**config.mk**
```make
export PLATFORM = sky130hd
export DESIGN_NAME = eeprom_store_sequencer
export DESIGN_NICKNAME = d
export VERILOG_FILES = /design/src/store_seq_pkg.sv /design/src/axil_reg_port.sv /design/src/eeprom_store_sequencer.sv /design/src/seq_fifo.sv
export SDC_FILE = /design/constraint.sdc
export NUM_CORES = 1
export LEC_CHECK = 0
export ABC_CLOCK_PERIOD_IN_PS = 5600
export BUFFER_PORTS_ARGS = -buffer_cell sky130_fd_sc_hd__buf_2
export CORE_AREA = 2 2 247 249
export DETAILED_ROUTE_END_ITERATION = 8
export DIE_AREA = 0 0 249 251
export GPL_TIMING_DRIVEN = 0
export PLACE_DENSITY = 0.58
export SLEW_MARGIN = 30
export SYNTH_ARGS = -nofsm -noshare
export SYNTH_HDL_FRONTEND = slang
export SYNTH_SLANG_ARGS = --single-unit
export TNS_END_PERCENT = 5
```
**constraint.sdc**
```tcl
create_clock -name clk_i -period 5.6 [get_ports clk_i]
set_input_delay 0.56 -clock clk_i [delete_from_list [all_inputs] [get_ports clk_i]]
set_output_delay 0.56 -clock clk_i [all_outputs]
set_load 0.02 [all_outputs]
```
**src/store_seq_pkg.sv**
```systemverilog
// constants shared by the eeprom store sequencer and its helpers
// assumes one 250 MHz clock and an AXI4-Lite register port
package store_seq_pkg;

  // =====================================================================
  // register indices (byte address = index * 4)
  localparam logic [11:0] IDX_CTRL         = 12'h000;
  localparam logic [11:0] IDX_STATUS       = 12'h001;
  localparam logic [11:0] IDX_EE_PTR       = 12'h002;
  localparam logic [11:0] IDX_ENTRY_CNT    = 12'h003;
  localparam logic [11:0] IDX_LOOP2_INSTR  = 12'hE40;
  localparam logic [11:0] IDX_LOOP2_HI     = 12'hE41;
  localparam logic [11:0] IDX_LOOP2_LO     = 12'hE42;
  localparam logic [11:0] IDX_LOOP3_INSTR  = 12'hE43;
  localparam logic [11:0] IDX_LOOP3_HI     = 12'hE44;
  localparam logic [11:0] IDX_LOOP3_LO     = 12'hE45;
  localparam logic [11:0] IDX_ANALOG3_INSTR = 12'hE46;
  localparam logic [11:0] IDX_ANALOG3_HI   = 12'hE47;
  localparam logic [11:0] IDX_ANALOG3_LO   = 12'hE48;

  // =====================================================================
  // table shape and field positions
  localparam int TBL_LEN        = 9;
  localparam logic [3:0] ENTRY_BYTES = 4'h3;
  localparam logic [7:0] NUM_ENTRIES = 8'h03;
  localparam int CTRL_START_BIT = 0;
  localparam int STAT_BUSY_BIT  = 0;
  localparam int STAT_DONE_BIT  = 1;

  // =====================================================================
  // reset values
  localparam logic [7:0] RST_LOOP2_INSTR   = 8'h33;
  localparam logic [7:0] RST_LOOP2_HI      = 8'h06;
  localparam logic [7:0] RST_LOOP2_LO      = 8'h40;
  localparam logic [7:0] RST_LOOP3_INSTR   = 8'h1E;
  localparam logic [7:0] RST_LOOP3_HI      = 8'h07;
  localparam logic [7:0] RST_LOOP3_LO      = 8'h00;
  localparam logic [7:0] RST_ANALOG3_INSTR = 8'h0E;
  localparam logic [7:0] RST_ANALOG3_HI    = 8'h07;
  localparam logic [7:0] RST_ANALOG3_LO    = 8'h30;
  localparam logic [7:0] TBL_RST [TBL_LEN] = '{
    RST_LOOP2_INSTR, RST_LOOP2_HI, RST_LOOP2_LO,
    RST_LOOP3_INSTR, RST_LOOP3_HI, RST_LOOP3_LO,
    RST_ANALOG3_INSTR, RST_ANALOG3_HI, RST_ANALOG3_LO};
  localparam logic [15:0] RST_EE_PTR    = 16'h0000;
  localparam logic [7:0]  RST_ENTRY_CNT = 8'h03;

  // =====================================================================
  // bus answers and sequencer states
  localparam logic [1:0] RESP_OKAY   = 2'h0;
  localparam logic [1:0] RESP_SLVERR = 2'h2;

  typedef enum logic [5:0] {
    ST_IDLE    = 6'h01,
    ST_INSTR   = 6'h02,
    ST_ADDR_HI = 6'h04,
    ST_ADDR_LO = 6'h08,
    ST_READ    = 6'h10,
    ST_COPY    = 6'h20
  } seq_state_t;

endpackage

```
**src/axil_reg_port.sv**
```systemverilog
// AXI4-Lite slave front end: holds address and data, one write and one read at a time
// assumes the core decodes combinationally and answers the hit flags
module axil_reg_port (
  input  wire logic        clk_i,
  input  wire logic        rst_b_i,
  input  wire logic [15:0] s_axi_awaddr,
  input  wire logic        s_axi_awvalid,
  output logic             s_axi_awready,
  input  wire logic [31:0] s_axi_wdata,
  input  wire logic [3:0]  s_axi_wstrb,
  input  wire logic        s_axi_wvalid,
  output logic             s_axi_wready,
  output logic [1:0]       s_axi_bresp,
  output logic             s_axi_bvalid,
  input  wire logic        s_axi_bready,
  input  wire logic [15:0] s_axi_araddr,
  input  wire logic        s_axi_arvalid,
  output logic             s_axi_arready,
  output logic [31:0]      s_axi_rdata,
  output logic [1:0]       s_axi_rresp,
  output logic             s_axi_rvalid,
  input  wire logic        s_axi_rready,
  output logic             wr_en_o,
  output logic [15:0]      wr_addr_o,
  output logic [31:0]      wr_data_o,
  output logic [3:0]       wr_strb_o,
  input  wire logic        wr_hit_i,
  input  wire logic [31:0] rd_data_i,
  input  wire logic        rd_hit_i
);
  logic        aw_full_q, aw_full_d, w_full_q, w_full_d;
  logic [15:0] aw_addr_q, aw_addr_d;
  logic [31:0] w_data_q, w_data_d, rdata_q, rdata_d;
  logic [3:0]  w_strb_q, w_strb_d;
  logic        bvalid_q, bvalid_d, rvalid_q, rvalid_d;
  logic [1:0]  bresp_q, bresp_d, rresp_q, rresp_d;
  logic        awrdy_q, awrdy_d, wrdy_q, wrdy_d, arrdy_q, arrdy_d;

  // =====================================================================
  // write path: address and data in either order, then one response
  always_comb begin
    aw_full_d = aw_full_q;
    aw_addr_d = aw_addr_q;
    w_full_d  = w_full_q;
    w_data_d  = w_data_q;
    w_strb_d  = w_strb_q;
    bvalid_d  = bvalid_q && !s_axi_bready;
    bresp_d   = bresp_q;
    wr_en_o   = aw_full_q && w_full_q && !bvalid_q;
    if (s_axi_awvalid && awrdy_q) begin
      aw_full_d = 1'b1;
      aw_addr_d = s_axi_awaddr;
    end
    if (s_axi_wvalid && wrdy_q) begin
      w_full_d = 1'b1;
      w_data_d = s_axi_wdata;
      w_strb_d = s_axi_wstrb;
    end
    if (wr_en_o) begin
      aw_full_d = 1'b0;
      w_full_d  = 1'b0;
      bvalid_d  = 1'b1;
      bresp_d   = wr_hit_i ? store_seq_pkg::RESP_OKAY
                           : store_seq_pkg::RESP_SLVERR;
    end
    // readies are registered so the bus sees flop outputs
    awrdy_d = !aw_full_d && !bvalid_d && !wr_en_o;
    wrdy_d  = !w_full_d && !bvalid_d && !wr_en_o;
  end

  // read path: one cycle from address taken to data valid
  always_comb begin
    rvalid_d = rvalid_q && !s_axi_rready;
    rdata_d  = rdata_q;
    rresp_d  = rresp_q;
    if (s_axi_arvalid && arrdy_q) begin
      rvalid_d = 1'b1;
      rdata_d  = rd_hit_i ? rd_data_i : 32'h0000_0000;
      rresp_d  = rd_hit_i ? store_seq_pkg::RESP_OKAY
                          : store_seq_pkg::RESP_SLVERR;
    end
    arrdy_d = !rvalid_d;
  end

  always_ff @(posedge clk_i or negedge rst_b_i) begin
    if (!rst_b_i) begin
      aw_full_q <= 1'b0;
      aw_addr_q <= 16'h0000;
      w_full_q  <= 1'b0;
      w_data_q  <= 32'h0000_0000;
      w_strb_q  <= 4'h0;
      bvalid_q  <= 1'b0;
      bresp_q   <= 2'h0;
      rvalid_q  <= 1'b0;
      rdata_q   <= 32'h0000_0000;
      rresp_q   <= 2'h0;
      awrdy_q   <= 1'b0;
      wrdy_q    <= 1'b0;
      arrdy_q   <= 1'b0;
    end else begin
      aw_full_q <= aw_full_d;
      aw_addr_q <= aw_addr_d;
      w_full_q  <= w_full_d;
      w_data_q  <= w_data_d;
      w_strb_q  <= w_strb_d;
      bvalid_q  <= bvalid_d;
      bresp_q   <= bresp_d;
      rvalid_q  <= rvalid_d;
      rdata_q   <= rdata_d;
      rresp_q   <= rresp_d;
      awrdy_q   <= awrdy_d;
      wrdy_q    <= wrdy_d;
      arrdy_q   <= arrdy_d;
    end
  end

  assign wr_addr_o     = aw_addr_q;
  assign wr_data_o     = w_data_q;
  assign wr_strb_o     = w_strb_q;
  assign s_axi_awready = awrdy_q;
  assign s_axi_wready  = wrdy_q;
  assign s_axi_bvalid  = bvalid_q;
  assign s_axi_bresp   = bresp_q;
  assign s_axi_arready = arrdy_q;
  assign s_axi_rvalid  = rvalid_q;
  assign s_axi_rdata   = rdata_q;
  assign s_axi_rresp   = rresp_q;
endmodule // axil_reg_port

```
**src/eeprom_store_sequencer.sv**
```systemverilog
// eeprom store sequencer: walks the storage table, streams bytes out
// assumes the register map answers a read one cycle after map_rd_o
//
// The AXI4-Lite slave port was decided locally.
module eeprom_store_sequencer (
  input  wire logic        clk_i,
  input  wire logic        rst_b_i,
  input  wire logic [15:0] s_axi_awaddr,
  input  wire logic        s_axi_awvalid,
  output logic             s_axi_awready,
  input  wire logic [31:0] s_axi_wdata,
  input  wire logic [3:0]  s_axi_wstrb,
  input  wire logic        s_axi_wvalid,
  output logic             s_axi_wready,
  output logic [1:0]       s_axi_bresp,
  output logic             s_axi_bvalid,
  input  wire logic        s_axi_bready,
  input  wire logic [15:0] s_axi_araddr,
  input  wire logic        s_axi_arvalid,
  output logic             s_axi_arready,
  output logic [31:0]      s_axi_rdata,
  output logic [1:0]       s_axi_rresp,
  output logic             s_axi_rvalid,
  input  wire logic        s_axi_rready,
  output logic             map_rd_o,
  output logic [15:0]      map_addr_o,
  input  wire logic [7:0]  map_data_i,
  output logic             ee_valid_o,
  output logic [15:0]      ee_addr_o,
  output logic [7:0]       ee_data_o,
  input  wire logic        ee_ready_i
);
  localparam int TL = store_seq_pkg::TBL_LEN;

  store_seq_pkg::seq_state_t state_q, state_d;
  logic [7:0]  tbl_q [TL];
  logic [7:0]  tbl_d [TL];
  logic [TL-1:0] tbl_we;
  logic [15:0] ee_ptr_q, ee_ptr_d, src_q, src_d;
  logic [7:0]  ent_cnt_q, ent_cnt_d, ents_q, ents_d, remain_q, remain_d;
  logic [3:0]  idx_q, idx_d;
  logic [8:0]  copied_q, copied_d;
  logic        done_q, done_d, map_rd_q, map_rd_d;
  logic [15:0] map_addr_q, map_addr_d;
  logic        wr_en, wr_hit, rd_hit, idle, start;
  logic [15:0] wr_addr;
  logic [31:0] wr_data, rd_data;
  logic [3:0]  wr_strb;
  logic [11:0] wr_idx, rd_idx;
  logic        push_valid, push_ready, push_fire;
  logic [7:0]  push_byte;
  logic [23:0] fifo_out;

  // =====================================================================
  // bus front end and output buffer
  axil_reg_port u_port (
    .clk_i         (clk_i),
    .rst_b_i       (rst_b_i),
    .s_axi_awaddr  (s_axi_awaddr),
    .s_axi_awvalid (s_axi_awvalid),
    .s_axi_awready (s_axi_awready),
    .s_axi_wdata   (s_axi_wdata),
    .s_axi_wstrb   (s_axi_wstrb),
    .s_axi_wvalid  (s_axi_wvalid),
    .s_axi_wready  (s_axi_wready),
    .s_axi_bresp   (s_axi_bresp),
    .s_axi_bvalid  (s_axi_bvalid),
    .s_axi_bready  (s_axi_bready),
    .s_axi_araddr  (s_axi_araddr),
    .s_axi_arvalid (s_axi_arvalid),
    .s_axi_arready (s_axi_arready),
    .s_axi_rdata   (s_axi_rdata),
    .s_axi_rresp   (s_axi_rresp),
    .s_axi_rvalid  (s_axi_rvalid),
    .s_axi_rready  (s_axi_rready),
    .wr_en_o       (wr_en),
    .wr_addr_o     (wr_addr),
    .wr_data_o     (wr_data),
    .wr_strb_o     (wr_strb),
    .wr_hit_i      (wr_hit),
    .rd_data_i     (rd_data),
    .rd_hit_i      (rd_hit)
  );

  // fifo back-pressure stalls the walk, so a slow eeprom is safe
  seq_fifo #(.WIDTH(24), .DEPTH(8)) u_fifo (
    .clk_i       (clk_i),
    .rst_b_i     (rst_b_i),
    .in_valid_i  (push_valid),
    .in_ready_o  (push_ready),
    .in_data_i   ({ee_ptr_q, push_byte}),
    .out_valid_o (ee_valid_o),
    .out_ready_i (ee_ready_i),
    .out_data_o  (fifo_out)
  );
  assign ee_addr_o = fifo_out[23:8];
  assign ee_data_o = fifo_out[7:0];

  // =====================================================================
  // address decode; hits and start need upper address bits zero, table, pointer and count writes ignore them
  assign idle   = (state_q == store_seq_pkg::ST_IDLE);
  assign wr_idx = wr_addr[13:2];
  assign rd_idx = s_axi_araddr[13:2];

  always_comb begin
    rd_hit  = (s_axi_araddr[15:14] == 2'h0);
    rd_data = 32'h0000_0000;
    if (rd_idx == store_seq_pkg::IDX_CTRL) begin
      rd_data = 32'h0000_0000;
    end else if (rd_idx == store_seq_pkg::IDX_STATUS) begin
      rd_data[store_seq_pkg::STAT_BUSY_BIT] = !idle;
      rd_data[store_seq_pkg::STAT_DONE_BIT] = done_q;
    end else if (rd_idx == store_seq_pkg::IDX_EE_PTR) begin
      rd_data[15:0] = ee_ptr_q;
    end else if (rd_idx == store_seq_pkg::IDX_ENTRY_CNT) begin
      rd_data[7:0] = ent_cnt_q;
    end else if (rd_idx >= store_seq_pkg::IDX_LOOP2_INSTR &&
                 rd_idx <= store_seq_pkg::IDX_ANALOG3_LO) begin
      rd_data[7:0] = tbl_q[4'(rd_idx - store_seq_pkg::IDX_LOOP2_INSTR)];
    end else begin
      rd_hit = 1'b0;
    end
  end

  // writes while busy are answered but ignored, so the walk stays sane
  always_comb begin
    wr_hit = (wr_addr[15:14] == 2'h0) &&
             (wr_idx <= store_seq_pkg::IDX_ENTRY_CNT ||
              (wr_idx >= store_seq_pkg::IDX_LOOP2_INSTR &&
               wr_idx <= store_seq_pkg::IDX_ANALOG3_LO));
    start  = wr_en && wr_hit && wr_strb[0] && idle &&
             (wr_idx == store_seq_pkg::IDX_CTRL) &&
             wr_data[store_seq_pkg::CTRL_START_BIT];
  end

  // =====================================================================
  // sequence table, one byte register per entry byte
  for (genvar g = 0; g < TL; g++) begin : g_tbl
    assign tbl_we[g] = wr_en && wr_strb[0] && idle &&
      (wr_idx == store_seq_pkg::IDX_LOOP2_INSTR + 12'(g));
    assign tbl_d[g]  = tbl_we[g] ? wr_data[7:0] : tbl_q[g];
    always_ff @(posedge clk_i or negedge rst_b_i) begin
      if (!rst_b_i) begin
        tbl_q[g] <= store_seq_pkg::TBL_RST[g];
      end else begin
        tbl_q[g] <= tbl_d[g];
      end
    end
  end

  // =====================================================================
  // store sequencer: one byte per push, pointer steps per byte
  always_comb begin
    state_d    = state_q;
    ee_ptr_d   = ee_ptr_q;
    ent_cnt_d  = ent_cnt_q;
    ents_d     = ents_q;
    idx_d      = idx_q;
    remain_d   = remain_q;
    src_d      = src_q;
    copied_d   = copied_q;
    done_d     = done_q;
    map_rd_d   = 1'b0;
    map_addr_d = map_addr_q;
    push_valid = 1'b0;
    push_byte  = 8'h00;
    if (idle && wr_en && wr_strb[0] && wr_idx == store_seq_pkg::IDX_EE_PTR)
    begin
      ee_ptr_d = wr_data[15:0];
    end
    if (idle && wr_en && wr_strb[0] &&
        wr_idx == store_seq_pkg::IDX_ENTRY_CNT) begin
      ent_cnt_d = wr_data[7:0];
    end
    case (state_q)
      store_seq_pkg::ST_IDLE: begin
        if (start && ent_cnt_q != 8'h00) begin
          idx_d   = 4'h0;
          ents_d  = (ent_cnt_q > store_seq_pkg::NUM_ENTRIES) ?
                    store_seq_pkg::NUM_ENTRIES : ent_cnt_q;
          done_d  = 1'b0;
          state_d = store_seq_pkg::ST_INSTR;
        end
      end
      store_seq_pkg::ST_INSTR: begin
        push_valid = 1'b1;
        push_byte  = tbl_q[idx_q];
        if (push_ready) begin
          remain_d = tbl_q[idx_q];
          copied_d = 9'h000;
          state_d  = store_seq_pkg::ST_ADDR_HI;
        end
      end
      store_seq_pkg::ST_ADDR_HI: begin
        push_valid = 1'b1;
        push_byte  = tbl_q[idx_q + 4'h1];
        if (push_ready) begin
          src_d[15:8] = tbl_q[idx_q + 4'h1];
          state_d     = store_seq_pkg::ST_ADDR_LO;
        end
      end
      store_seq_pkg::ST_ADDR_LO: begin
        push_valid = 1'b1;
        push_byte  = tbl_q[idx_q + 4'h2];
        if (push_ready) begin
          src_d      = {src_q[15:8], tbl_q[idx_q + 4'h2]};
          map_rd_d   = 1'b1;
          map_addr_d = {src_q[15:8], tbl_q[idx_q + 4'h2]};
          state_d    = store_seq_pkg::ST_READ;
        end
      end
      store_seq_pkg::ST_READ: begin
        state_d = store_seq_pkg::ST_COPY; // map data lands now
      end
      store_seq_pkg::ST_COPY: begin
        push_valid = 1'b1;
        push_byte  = map_data_i;
        if (push_ready) begin
          copied_d = copied_q + 9'h001;
          if (remain_q == 8'h00) begin
            if (ents_q == 8'h01) begin
              done_d  = 1'b1;
              state_d = store_seq_pkg::ST_IDLE;
            end else begin
              idx_d   = idx_q + store_seq_pkg::ENTRY_BYTES;
              ents_d  = ents_q - 8'h01;
              state_d = store_seq_pkg::ST_INSTR;
            end
          end else begin
            remain_d   = remain_q - 8'h01;
            src_d      = src_q + 16'h0001;
            map_rd_d   = 1'b1;
            map_addr_d = src_q + 16'h0001;
            state_d    = store_seq_pkg::ST_READ;
          end
        end
      end
      default: state_d = store_seq_pkg::ST_IDLE;
    endcase
    push_fire = push_valid && push_ready;
    if (push_fire) begin
      ee_ptr_d = ee_ptr_q + 16'h0001;
    end
  end

  always_ff @(posedge clk_i or negedge rst_b_i) begin
    if (!rst_b_i) begin
      state_q    <= store_seq_pkg::ST_IDLE;
      ee_ptr_q   <= store_seq_pkg::RST_EE_PTR;
      ent_cnt_q  <= store_seq_pkg::RST_ENTRY_CNT;
      ents_q     <= 8'h00;
      idx_q      <= 4'h0;
      remain_q   <= 8'h00;
      src_q      <= 16'h0000;
      copied_q   <= 9'h000;
      done_q     <= 1'b0;
      map_rd_q   <= 1'b0;
      map_addr_q <= 16'h0000;
    end else begin
      state_q    <= state_d;
      ee_ptr_q   <= ee_ptr_d;
      ent_cnt_q  <= ent_cnt_d;
      ents_q     <= ents_d;
      idx_q      <= idx_d;
      remain_q   <= remain_d;
      src_q      <= src_d;
      copied_q   <= copied_d;
      done_q     <= done_d;
      map_rd_q   <= map_rd_d;
      map_addr_q <= map_addr_d;
    end
  end

  assign map_rd_o   = map_rd_q;
  assign map_addr_o = map_addr_q;
endmodule // eeprom_store_sequencer

```
**src/seq_fifo.sv**
```systemverilog
// fifo of WIDTH-bit words with a registered output stage
// assumes DEPTH is a power of two; holds DEPTH words plus the output one
module seq_fifo #(
  parameter int WIDTH = 24,
  parameter int DEPTH = 8
) (
  input  wire logic             clk_i,
  input  wire logic             rst_b_i,
  input  wire logic             in_valid_i,
  output logic                  in_ready_o,
  input  wire logic [WIDTH-1:0] in_data_i,
  output logic                  out_valid_o,
  input  wire logic             out_ready_i,
  output logic [WIDTH-1:0]      out_data_o
);
  localparam int AW = $clog2(DEPTH);

  logic [WIDTH-1:0] mem [DEPTH];
  logic [AW-1:0]    wr_ptr_q, wr_ptr_d, rd_ptr_q, rd_ptr_d;
  logic [AW:0]      count_q, count_d;
  logic             out_valid_q, out_valid_d;
  logic [WIDTH-1:0] out_data_q, out_data_d;
  logic             push, load;

  // =====================================================================
  // pointer and output stage next values
  always_comb begin
    in_ready_o  = (count_q != (AW+1)'(DEPTH));
    push        = in_valid_i && in_ready_o;
    load        = (count_q != '0) && (!out_valid_q || out_ready_i);
    wr_ptr_d    = push ? wr_ptr_q + 1'b1 : wr_ptr_q;
    rd_ptr_d    = load ? rd_ptr_q + 1'b1 : rd_ptr_q;
    count_d     = count_q + {{AW{1'b0}}, push} - {{AW{1'b0}}, load};
    out_valid_d = load ? 1'b1 : (out_ready_i ? 1'b0 : out_valid_q);
    out_data_d  = load ? mem[rd_ptr_q] : out_data_q;
  end

  always_ff @(posedge clk_i or negedge rst_b_i) begin
    if (!rst_b_i) begin
      wr_ptr_q    <= '0;
      rd_ptr_q    <= '0;
      count_q     <= '0;
      out_valid_q <= 1'b0;
      out_data_q  <= '0;
    end else begin
      wr_ptr_q    <= wr_ptr_d;
      rd_ptr_q    <= rd_ptr_d;
      count_q     <= count_d;
      out_valid_q <= out_valid_d;
      out_data_q  <= out_data_d;
    end
  end

  // storage needs no reset; count guards every read
  always_ff @(posedge clk_i) begin
    if (push) begin
      mem[wr_ptr_q] <= in_data_i;
    end
  end

  assign out_valid_o = out_valid_q;
  assign out_data_o  = out_data_q;
endmodule // seq_fifo

```
---- Word level (Yosys, flattened, before mapping) ----
Memories as Yosys holds them, arrays and structs flattened. A register that Yosys moved wholly into a read port is not among the register bits.
Index checks and enable logic that the tools add are counted.
word-level totals
  register bits after elaboration ......... 243
  bits in writable memories ............... 192
  input port bits ......................... 84
  output and inout port bits .............. 83
  word-level logic and storage cells ...... 247
  memories kept ........................... 1
cells by class
  $add $sub $neg .......................... 12
  $lt $le $gt $ge ......................... 10
  eq/ne operators ......................... 31
  multiplexer cells ....................... 81
  bitwise gates (word level) .............. 5
  reductions and logical operators ........ 70
memories
  memory      depth  width  rd ports  clocked after memory_dff  wr ports  RTL line        source
  u_fifo.mem  8      24     1         1                         1         seq_fifo.sv:18  logic [WIDTH-1:0] mem [DEPTH];
operators with widths
  operator                                                                count
  8-bit 2-to-1 mux                                                        22
  8-bit binary-select mux with 4-bit select                               4
  16-bit 2-to-1 mux                                                       7
  12-bit equality test, second input constant                             9
  12-bit by 2-bit equality test with 1-bit output, second input constant  4
  8-bit one-hot mux with 2 select lines                                   3
  1-bit logical AND                                                       37
  6-bit one-hot mux with 6 select lines                                   1
  16-bit by 1-bit adder with 16-bit output, second input constant         2
  16-bit one-hot mux with 2 select lines                                  1
  8-bit one-hot mux with 4 select lines                                   1
  6-bit 2-to-1 mux                                                        5
  12-bit greater-or-equal comparator, second input constant               2
  12-bit <= comparator, second input constant                             2
  12-bit zero test                                                        2
  8-bit one-hot mux with 3 select lines                                   1
  1-bit 2-to-1 mux                                                        23
  5-bit greater-or-equal comparator, second input constant                4
  4-bit NOT with 5-bit output                                             4
  5-bit AND reduction                                                     4
  4-bit 2-to-1 mux                                                        4
  2-bit inequality test, second input constant                            8
  8-bit by 1-bit subtractor with 8-bit output, second input constant      2
  14-bit 2-to-1 mux                                                       1
  32 further kinds                                                        56

---- Longest topological paths before layout ----
Gate-level depths: netlist (run 1).
  word-level depth ........................ 12
  depth in mapped cells ................... 13
  mapped depth without buffers ............ 10

---- By module ----
Synthesis (run 1) repeated with hierarchy kept, for this count alone.
second synthesis, totals
  cells, all modules ...................... 1736
  area, all modules ....................... 22898.2 um^2
by module, submodules not included
  module                  instances  cells each  area an instance (um^2)
  eeprom_store_sequencer  1          950         10052.1
  seq_fifo                1          501         9033.7
  axil_reg_port           1          285         3812.4

---- Least setup slack after synthesis (run 1) ----
OpenSTA, ideal clock, no wires.
  kind .................................... flip-flop to flip-flop
  from .................................... register state_q[1]
  to ...................................... memory u_fifo.mem[2][0] (enable)
  setup time .............................. 0.474 ns
  arrival ................................. 3.962 ns
  required time ........................... 5.126 ns
  setup slack ............................. 1.164 ns
  cell stages (with the launch flop) ...... 7
  buffers on the path ..................... 2
  period minus slack after synthesis ...... 4.436 ns
  cell sequence ........................... dfrtp_1 > clkbuf_1 > nor4b_1 > a21oi_1 > a21o_1 > clkbuf_1 > nor4b_1
on the way
  word-level cells in the longest chain between the ends .. 6
  elaborated cells between the ends (all ways) .. 9
  those cells by class .................... 4 x eq/ne; 3 x mux; 2 x reduce/logical
RTL lines
  what                                               RTL line                       source
  start, declared                                    eeprom_store_sequencer.sv:35   store_seq_pkg::seq_state_t state_q, state_d;
  start signal, assigned                             eeprom_store_sequencer.sv:248  state_q <= store_seq_pkg::ST_IDLE;
  start signal, assigned                             eeprom_store_sequencer.sv:260  state_q <= state_d;
  6-bit equality test, or another cell as far along  eeprom_store_sequencer.sv:175  case (state_q)
  4-bit OR reduction (no line) *                     n/a
  1-bit 2-to-1 mux *                                 eeprom_store_sequencer.sv:175
  1-bit logical AND *                                seq_fifo.sv:29                 push = in_valid_i && in_ready_o;
  1-bit 2-to-1 mux *                                 seq_fifo.sv:56                 if (push) begin
  1-bit 2-to-1 mux (not written as such) *           seq_fifo.sv:57                 mem[wr_ptr_q] <= in_data_i;
  end, declared                                      seq_fifo.sv:18
Mark *: on every way between the ends. The rest lies on a longest branch, timed or not.

---- Worst setup path in the final report (run 1) ----
  from .................................... register idx_q[1]
  to ...................................... memory u_fifo.mem[1][1], data pin
on the way
  word-level cells in the longest chain between the ends .. 6
  elaborated cells between the ends (all ways) .. 15
  those cells by class .................... 2 x add/sub; 10 x mux; 3 x bitwise
RTL lines
  what                                                                                              RTL line                                                      source
  start, declared                                                                                   eeprom_store_sequencer.sv:41                                  logic [3:0] idx_q, idx_d;
  start signal, assigned                                                                            eeprom_store_sequencer.sv:264                                 idx_q <= idx_d;
  4-bit by 2-bit adder with 4-bit output or 4-bit by 1-bit adder with 4-bit output (tied branches)  eeprom_store_sequencer.sv:204, eeprom_store_sequencer.sv:196
  4-bit NOT with 5-bit output, on equally long branches                                             eeprom_store_sequencer.sv:204, eeprom_store_sequencer.sv:196
  8-bit binary-select mux with 4-bit select, on equally long branches                               eeprom_store_sequencer.sv:204, eeprom_store_sequencer.sv:196
  8-bit 2-to-1 mux, on equally long branches (2 in series)                                          eeprom_store_sequencer.sv:204, eeprom_store_sequencer.sv:196
  8-bit one-hot mux with 4 select lines *                                                           eeprom_store_sequencer.sv:175
  net push_byte[1]                                                                                  eeprom_store_sequencer.sv:51                                  logic [7:0] push_byte;
The timed path passes the listed nets; every way through them passes the cells marked *. The select of a mux whose other input is x is not followed.

==> flow_summary.ini, run 1 <==
[critical_path]
reg2reg_slack_ns = 0.24
cp-start-kind = register
crit_type = register to register
crit_path_top_delay_cell = a221oi_1
end_kind = register
path_max_fanout = 10
cp.required_ns = 5.81
path_cells = buf_2 -> buf_2 -> clkbuf_1 -> clkinv_1 -> ha_1 -> clkbuf_1 -> clkbuf_2 -> mux4_2 -> a221oi_1 -> o221ai_1
critPathArrivalTime_ns = 5.56
critPathMaxStageDelay_ns = 0.65

[placed_design]
gp_congestion = 0.889
dpl-instance-area_um2 = 22800
hpwlAfterDp_um = 41400
numPortBuffers = 124
dp.cells = 2486
place_ws_ns = -0.210

[power]
power_density_nw_per_um2 = 342
peakVddDrop_uv = 251
p_total_mw = 8.35
p_leak_nw = 9.79

[floorplanning]
fp-row-count = 90
die_area_um2 = 62500
core_um2 = 59800
die_x_um = 249
start_util = 0.346
io_pins = 167
die_y_um = 251

[cells_and_area]
final_cells = 2572
fin_nets = 1855
fin_area_um2 = 24400
final_util = 0.409
area_growth_pct = 18.0
nFillCells = 5522
drive_above_1_share = 0.314
diodes = 0

[run_status]
status = finished clean

[flow_run]
drv_cap = 0

[routing]
drc = 0
drt_iter0_markers = 1354
wl_per_cell_um = 22.4
via_per_inst = 5.51
ant_nets = 0
drt_pass1_iterations = 5
dr_total_vias = 14183
drt-total-wl_um = 57600

[yosys]
synth-edff-count = 192
ys_dominant_reg_cell = dfrtp_1
syn-cell-area_um2 = 20700
syn_area_per_cell_um2 = 13.6
yosysUniqueCellTypes = 74
async_reset_ff_frac = 0.555
seq_area_frac_synth = 0.569
synthCells = 1527
yosys_register_bits = 431
yosysWarnings = 0

[clock_network]
post_cts_buffers = 0
clkSlewWorstSetupHoldPaths_ns = 0.07
numCtsBuffers = 47
htreeDepth = 2
cts_tree = built
cts_root_buffer = clkbuf_16
cts.sinks = 431
clockBufferDepth = 3
clk_latency_ns = 0.61

[timing]
max_slew_margin = 0.333
fin_crit_ns = 5.36
slew_violations = 0
setup_viol = 0
fin_crit_sh = 0.957
clock.fmax_mhz = 187
setup_ws_ns = 0.241
worst_pin_slew_ns = 0.996
rsz0062_at_grt = no
skew_ns = 0.0223
final_hold_viol_count = 0

[grt]
grt_pass1_wl_um = 87800
track_usage = 0.184
first_global_vias = 14009
overflow = 0
grt_max_degree = 88
antenna_found_initial = 0

[hold_path]
hold_path_class = input port to register
## repair_timing
action	4_1_cts	5_1_grt
setup endpoints to repair	8	40
cloned	0	0
hold buffers	1	0
gates resized for setup	1	3
hold endpoints to repair	63	0
## Yosys cell counts, types with 10 or more instances
library cell    n  area [um2]
nor2_1         90         338
nor4_1         12        75.1
inv_1          31         116
mux2i_1        51         510
buf_1          21        78.8
buf_4          27         203
nand4_1        10        62.6
clkbuf_1       54         203
dfstp_2        25         657
a22o_1         15         131
a21oi_1        81         405
edfxtp_1      192        5770
nor3_1         18        90.1
nand2_1       118         443
xor2_1         12         105
and3_1         11        68.8
ha_1           17         213
a22oi_1        13        97.6
dfrtp_1       214        5360
nand3_1        30         150
mux4_2        110        2480
mux2_2        114        1280
o21ai_1        10        50.1
xnor2_1        13         114
o21ai_0        68         340
## flip-flops by register name (all words and copies together), names as in the netlist, 3 cells and up
name	count
u_port.wr_addr_o	14
tbl_q	72
u_port.s_axi_rdata	16
u_port.wr_data_o	16
u_fifo.rd_ptr_q	3
state_q	6
remain_q	8
u_fifo.wr_ptr_q	3
u_fifo.out_data_o	24
ent_cnt_q	8
ents_q	8
u_fifo.mem	192
u_fifo.count_q	4
idx_q	4
ee_ptr_q	16
src_q	15
map_addr_o	9
## layout by cell type (no fill, tap or decap), types with 48 or more instances in the layout
cell type,instances
clkbuf_16,48
o21ai_0,67
nand2_1,118
mux2_2,114
clkbuf_1,59
mux2i_1,51
edfxtp_1,192
dfrtp_1,214
nor2_1,88
a21oi_1,81
buf_2,147
mux4_2,110
## layer usage
| metal | part of all wire | track usage |
|---|---|---|
| met1 | 0.45 | 0.258 |
| met3 | 0.064 | 0.0355 |
| met4 | 0.024 | 0.0494 |
| met2 | 0.47 | 0.293 |
| met5 | 0 | 0 |
## final timing paths
kind	start	endpoint	depth (start not counted)
max in group asynchronous	rst_b_i	tbl_q[64]	3
max	idx_q[1]	u_fifo.mem[1][1]	10
min reg2reg	map_addr_o[10]	map_addr_o[10]	2
min in group asynchronous	rst_b_i	u_fifo.out_data_o[21]	2
min	s_axi_wdata[4]	u_port.wr_data_o[4]	2
max reg2reg	idx_q[1]	u_fifo.mem[1][1]	10
## power breakdown
group / total, mW / switching, mW / internal [mW]
Clock: 3.29 / 1.34 / 1.95
Sequential: 3.67 / 0.167 / 3.50
Combinational: 1.39 / 0.844 / 0.549
## stage by stage
step / hold WS, ns / TNS (ns)
after floorplan: 0.264 / 0
after global placement: 0.476 / -178.52
after detailed placement: 0.476 / -1.68
after CTS: 0.156 / 0
final: 0.181 / 0
after global routing: 0.160 / 0
## logic make-up after synthesis
family,after synthesis,share of synthesized area
adder cells (fa/ha/maj),18,0.0112
AO/OA/AOI/OAI,263,0.0791
other,1,0.000181
XOR/XNOR,25,0.0106
buffers and inverters,145,0.0324
multiplexers,275,0.206
flip-flops,431,0.569
AND/OR/NAND/NOR,369,0.0912
## final cells by class
class	instances	area (um2)	area share
timing repair buffer	161	946	0.0387
clock inverter	25	352	0.0144
multi-input combinational	968	8400	0.344
sequential	431	11800	0.482
inverter	33	124	0.00507
clock buffer	61	1310	0.0536
tap	782	978	0.0400
buffer	111	548	0.0224
## worst max-delay path, delay by kind of cell (launching register included)
family | cells | cell delay, ns
AO/OA/AOI/OAI | 2 | 1.15
adder cells (fa/ha/maj) | 1 | 0.41
buffers and inverters | 6 | 2.59
flip-flops | 1 | 0.42
multiplexers | 1 | 0.37
Note: power is estimated with default switching activity, not from simulation.
==> run 2, diff against run 1 <==
--- a/config.mk
+++ b/config.mk
@@ -10,7 +10,6 @@
 export CORE_AREA = 2 2 247 249
 export DETAILED_ROUTE_END_ITERATION = 8
 export DIE_AREA = 0 0 249 251
-export GPL_TIMING_DRIVEN = 0
 export PLACE_DENSITY = 0.58
 export SLEW_MARGIN = 30
 export SYNTH_ARGS = -nofsm -noshare
==> flow_summary.ini, run 2 (same netlist as run 1, synthesis figures left out) <==
[run_status]
status = finished clean

[cells_and_area]
final_common_cell = dfrtp_1
final_cells = 2454
drive_above_1_share = 0.307
fin_nets = 1733
final_cell_mix = 211 x dfrtp_1, 192 x edfxtp_1, 124 x buf_2
area_growth_pct = 14.7
fin_area_um2 = 23700
largest_reg_flops = 192
regMostFlops = u_fifo.mem
diodes = 0

[clock_network]
cts_tree = built
clkSlewWorstSetupHoldPaths_ns = 0.06
clk_latency_ns = 0.61
htreeDepth = 2
post_cts_buffers = 0
cts.sinks = 431
numCtsBuffers = 49
cts_root_buffer = clkbuf_16
clockBufferDepth = 3
cts_resized = 0

[floorplanning]
die_y_um = 251
fp-row-count = 90
die_area_um2 = 62500
die_x_um = 249
io_pins = 167
core_um2 = 59800
start_util = 0.346

[timing]
worst_pin_slew_ns = 0.935
max_slew_margin = 0.372
setup_viol = 0
skew_ns = 0.0393
final_hold_viol_count = 0
rsz0062_at_grt = no
clock.fmax_mhz = 246
fin_crit_ns = 4.06
totalNegativeSetupSlack_ns = 0
fin_crit_sh = 0.725
slew_violations = 0

[critical_path]
rr_worst_depth = 7
path_max_fanout = 31
end_kind = register
crit_path_top_delay_cell = ha_1
critPathMaxStageDelay_ns = 1.00
cp-start-kind = register
critPathArrivalTime_ns = 4.26
crit_type = register to register
cp.required_ns = 5.80
path_cells = buf_4 -> clkinv_1 -> ha_1 -> mux4_2 -> a22o_1 -> a21oi_1 -> o2111ai_1

[routing]
drt-total-wl_um = 52600
drc = 0
wl_met2_um = 25000
drt_pass1_iterations = 5
ant_nets = 0
dr_total_vias = 13409
drt_iter0_markers = 1055
dr_wl_met3_um = 3250
top_layer = met4
drt-met1-wl_um = 23100
via_per_inst = 5.46
wl_per_cell_um = 21.4

[grt]
first_global_vias = 13354
overflow = 0
antenna_found_initial = 0
track_usage = 0.169
grt_max_degree = 151
grt_pass1_wl_um = 81800

[placed_design]
dpl-instance-area_um2 = 22100
gp_congestion = 0.836
hpwlAfterDp_um = 35000
dp.cells = 2361
numPortBuffers = 125

[power]
power_density_nw_per_um2 = 345
p_total_mw = 8.20
peakVddDrop_uv = 232
p_leak_nw = 9.37

[flow_run]
drv_cap = 0

[hold_path]
hold_path_class = input port to register
hold_path_depth = 2
run 2: cell count changes in the layout (fill, tap and decap cells not counted), sizes merged:
cell      previous run  this run
inv                 32        35
buf                218       147
bufinv               6         4
clkinvlp             3         7
clkinv              17        16
clkbuf             114        63
run 2: what timing repair did:
item | CTS | global route
hold buffers | 1 | 0
setup endpoints to repair | 0 | 0
hold endpoints to repair | 21 | 0
run 2: critical path: cells and delay by family, from the launching register on:
kind            cells  cell delay, ns
flops               1            0.32
fa+ha+maj           1            1.00
mux                 1            0.42
compound gates      3            1.06
buf+inv             2            0.84
run 2: path summary, 6_finish.rpt:
| check | from | to | slack [ns] |
|---|---|---|---|
| min in group asynchronous | rst_b_i | u_fifo.out_data_o[16] | 0.57 |
| worst min-delay path | s_axi_rready | u_port.s_axi_rvalid | 0.17 |
| worst max register to register | idx_q[1] | u_fifo.mem[1][5] | 1.54 |
| worst max-delay path | idx_q[1] | u_fifo.mem[1][5] | 1.54 |
| max in group asynchronous | rst_b_i | idx_q[0] | 3.73 |
| worst min register to register | map_addr_o[10] | map_addr_o[10] | 0.47 |
run 2: routing by layer:
layer	track usage	up-vias
met2	0.272	428
met3	0.0292	75
li1	-	6005
met1	0.234	6901
met5	0	-
met4	0.0516	0
run 2: layout make-up:
| type | count | area, um2 |
|---|---|---|
| fillers | 5592 | 36100 |
| multi-input cells | 968 | 8390 |
| well taps | 782 | 978 |
| inverters | 33 | 124 |
| repair buffers | 148 | 823 |
| clock buffers | 63 | 1330 |
| flip-flops and latches | 431 | 11800 |
| clock inverters | 29 | 313 |
run 2: through the flow:
step            util  hold slack, ns  setup slack [ns]
6_report       0.397           0.168              1.54
2_1_floorplan      -           0.264              1.16
5_1_grt        0.397           0.162              1.29
3_3_place_gp   0.369           0.473              1.61
4_1_cts        0.397           0.136              1.50
3_5_place_dp   0.369           0.469              1.50
run 2: where the power goes:
part           switching (mW)  internal [mW]
registers               0.352           3.50
logic                   0.598          0.508
clock network            1.35           1.88
total                    2.30           5.90
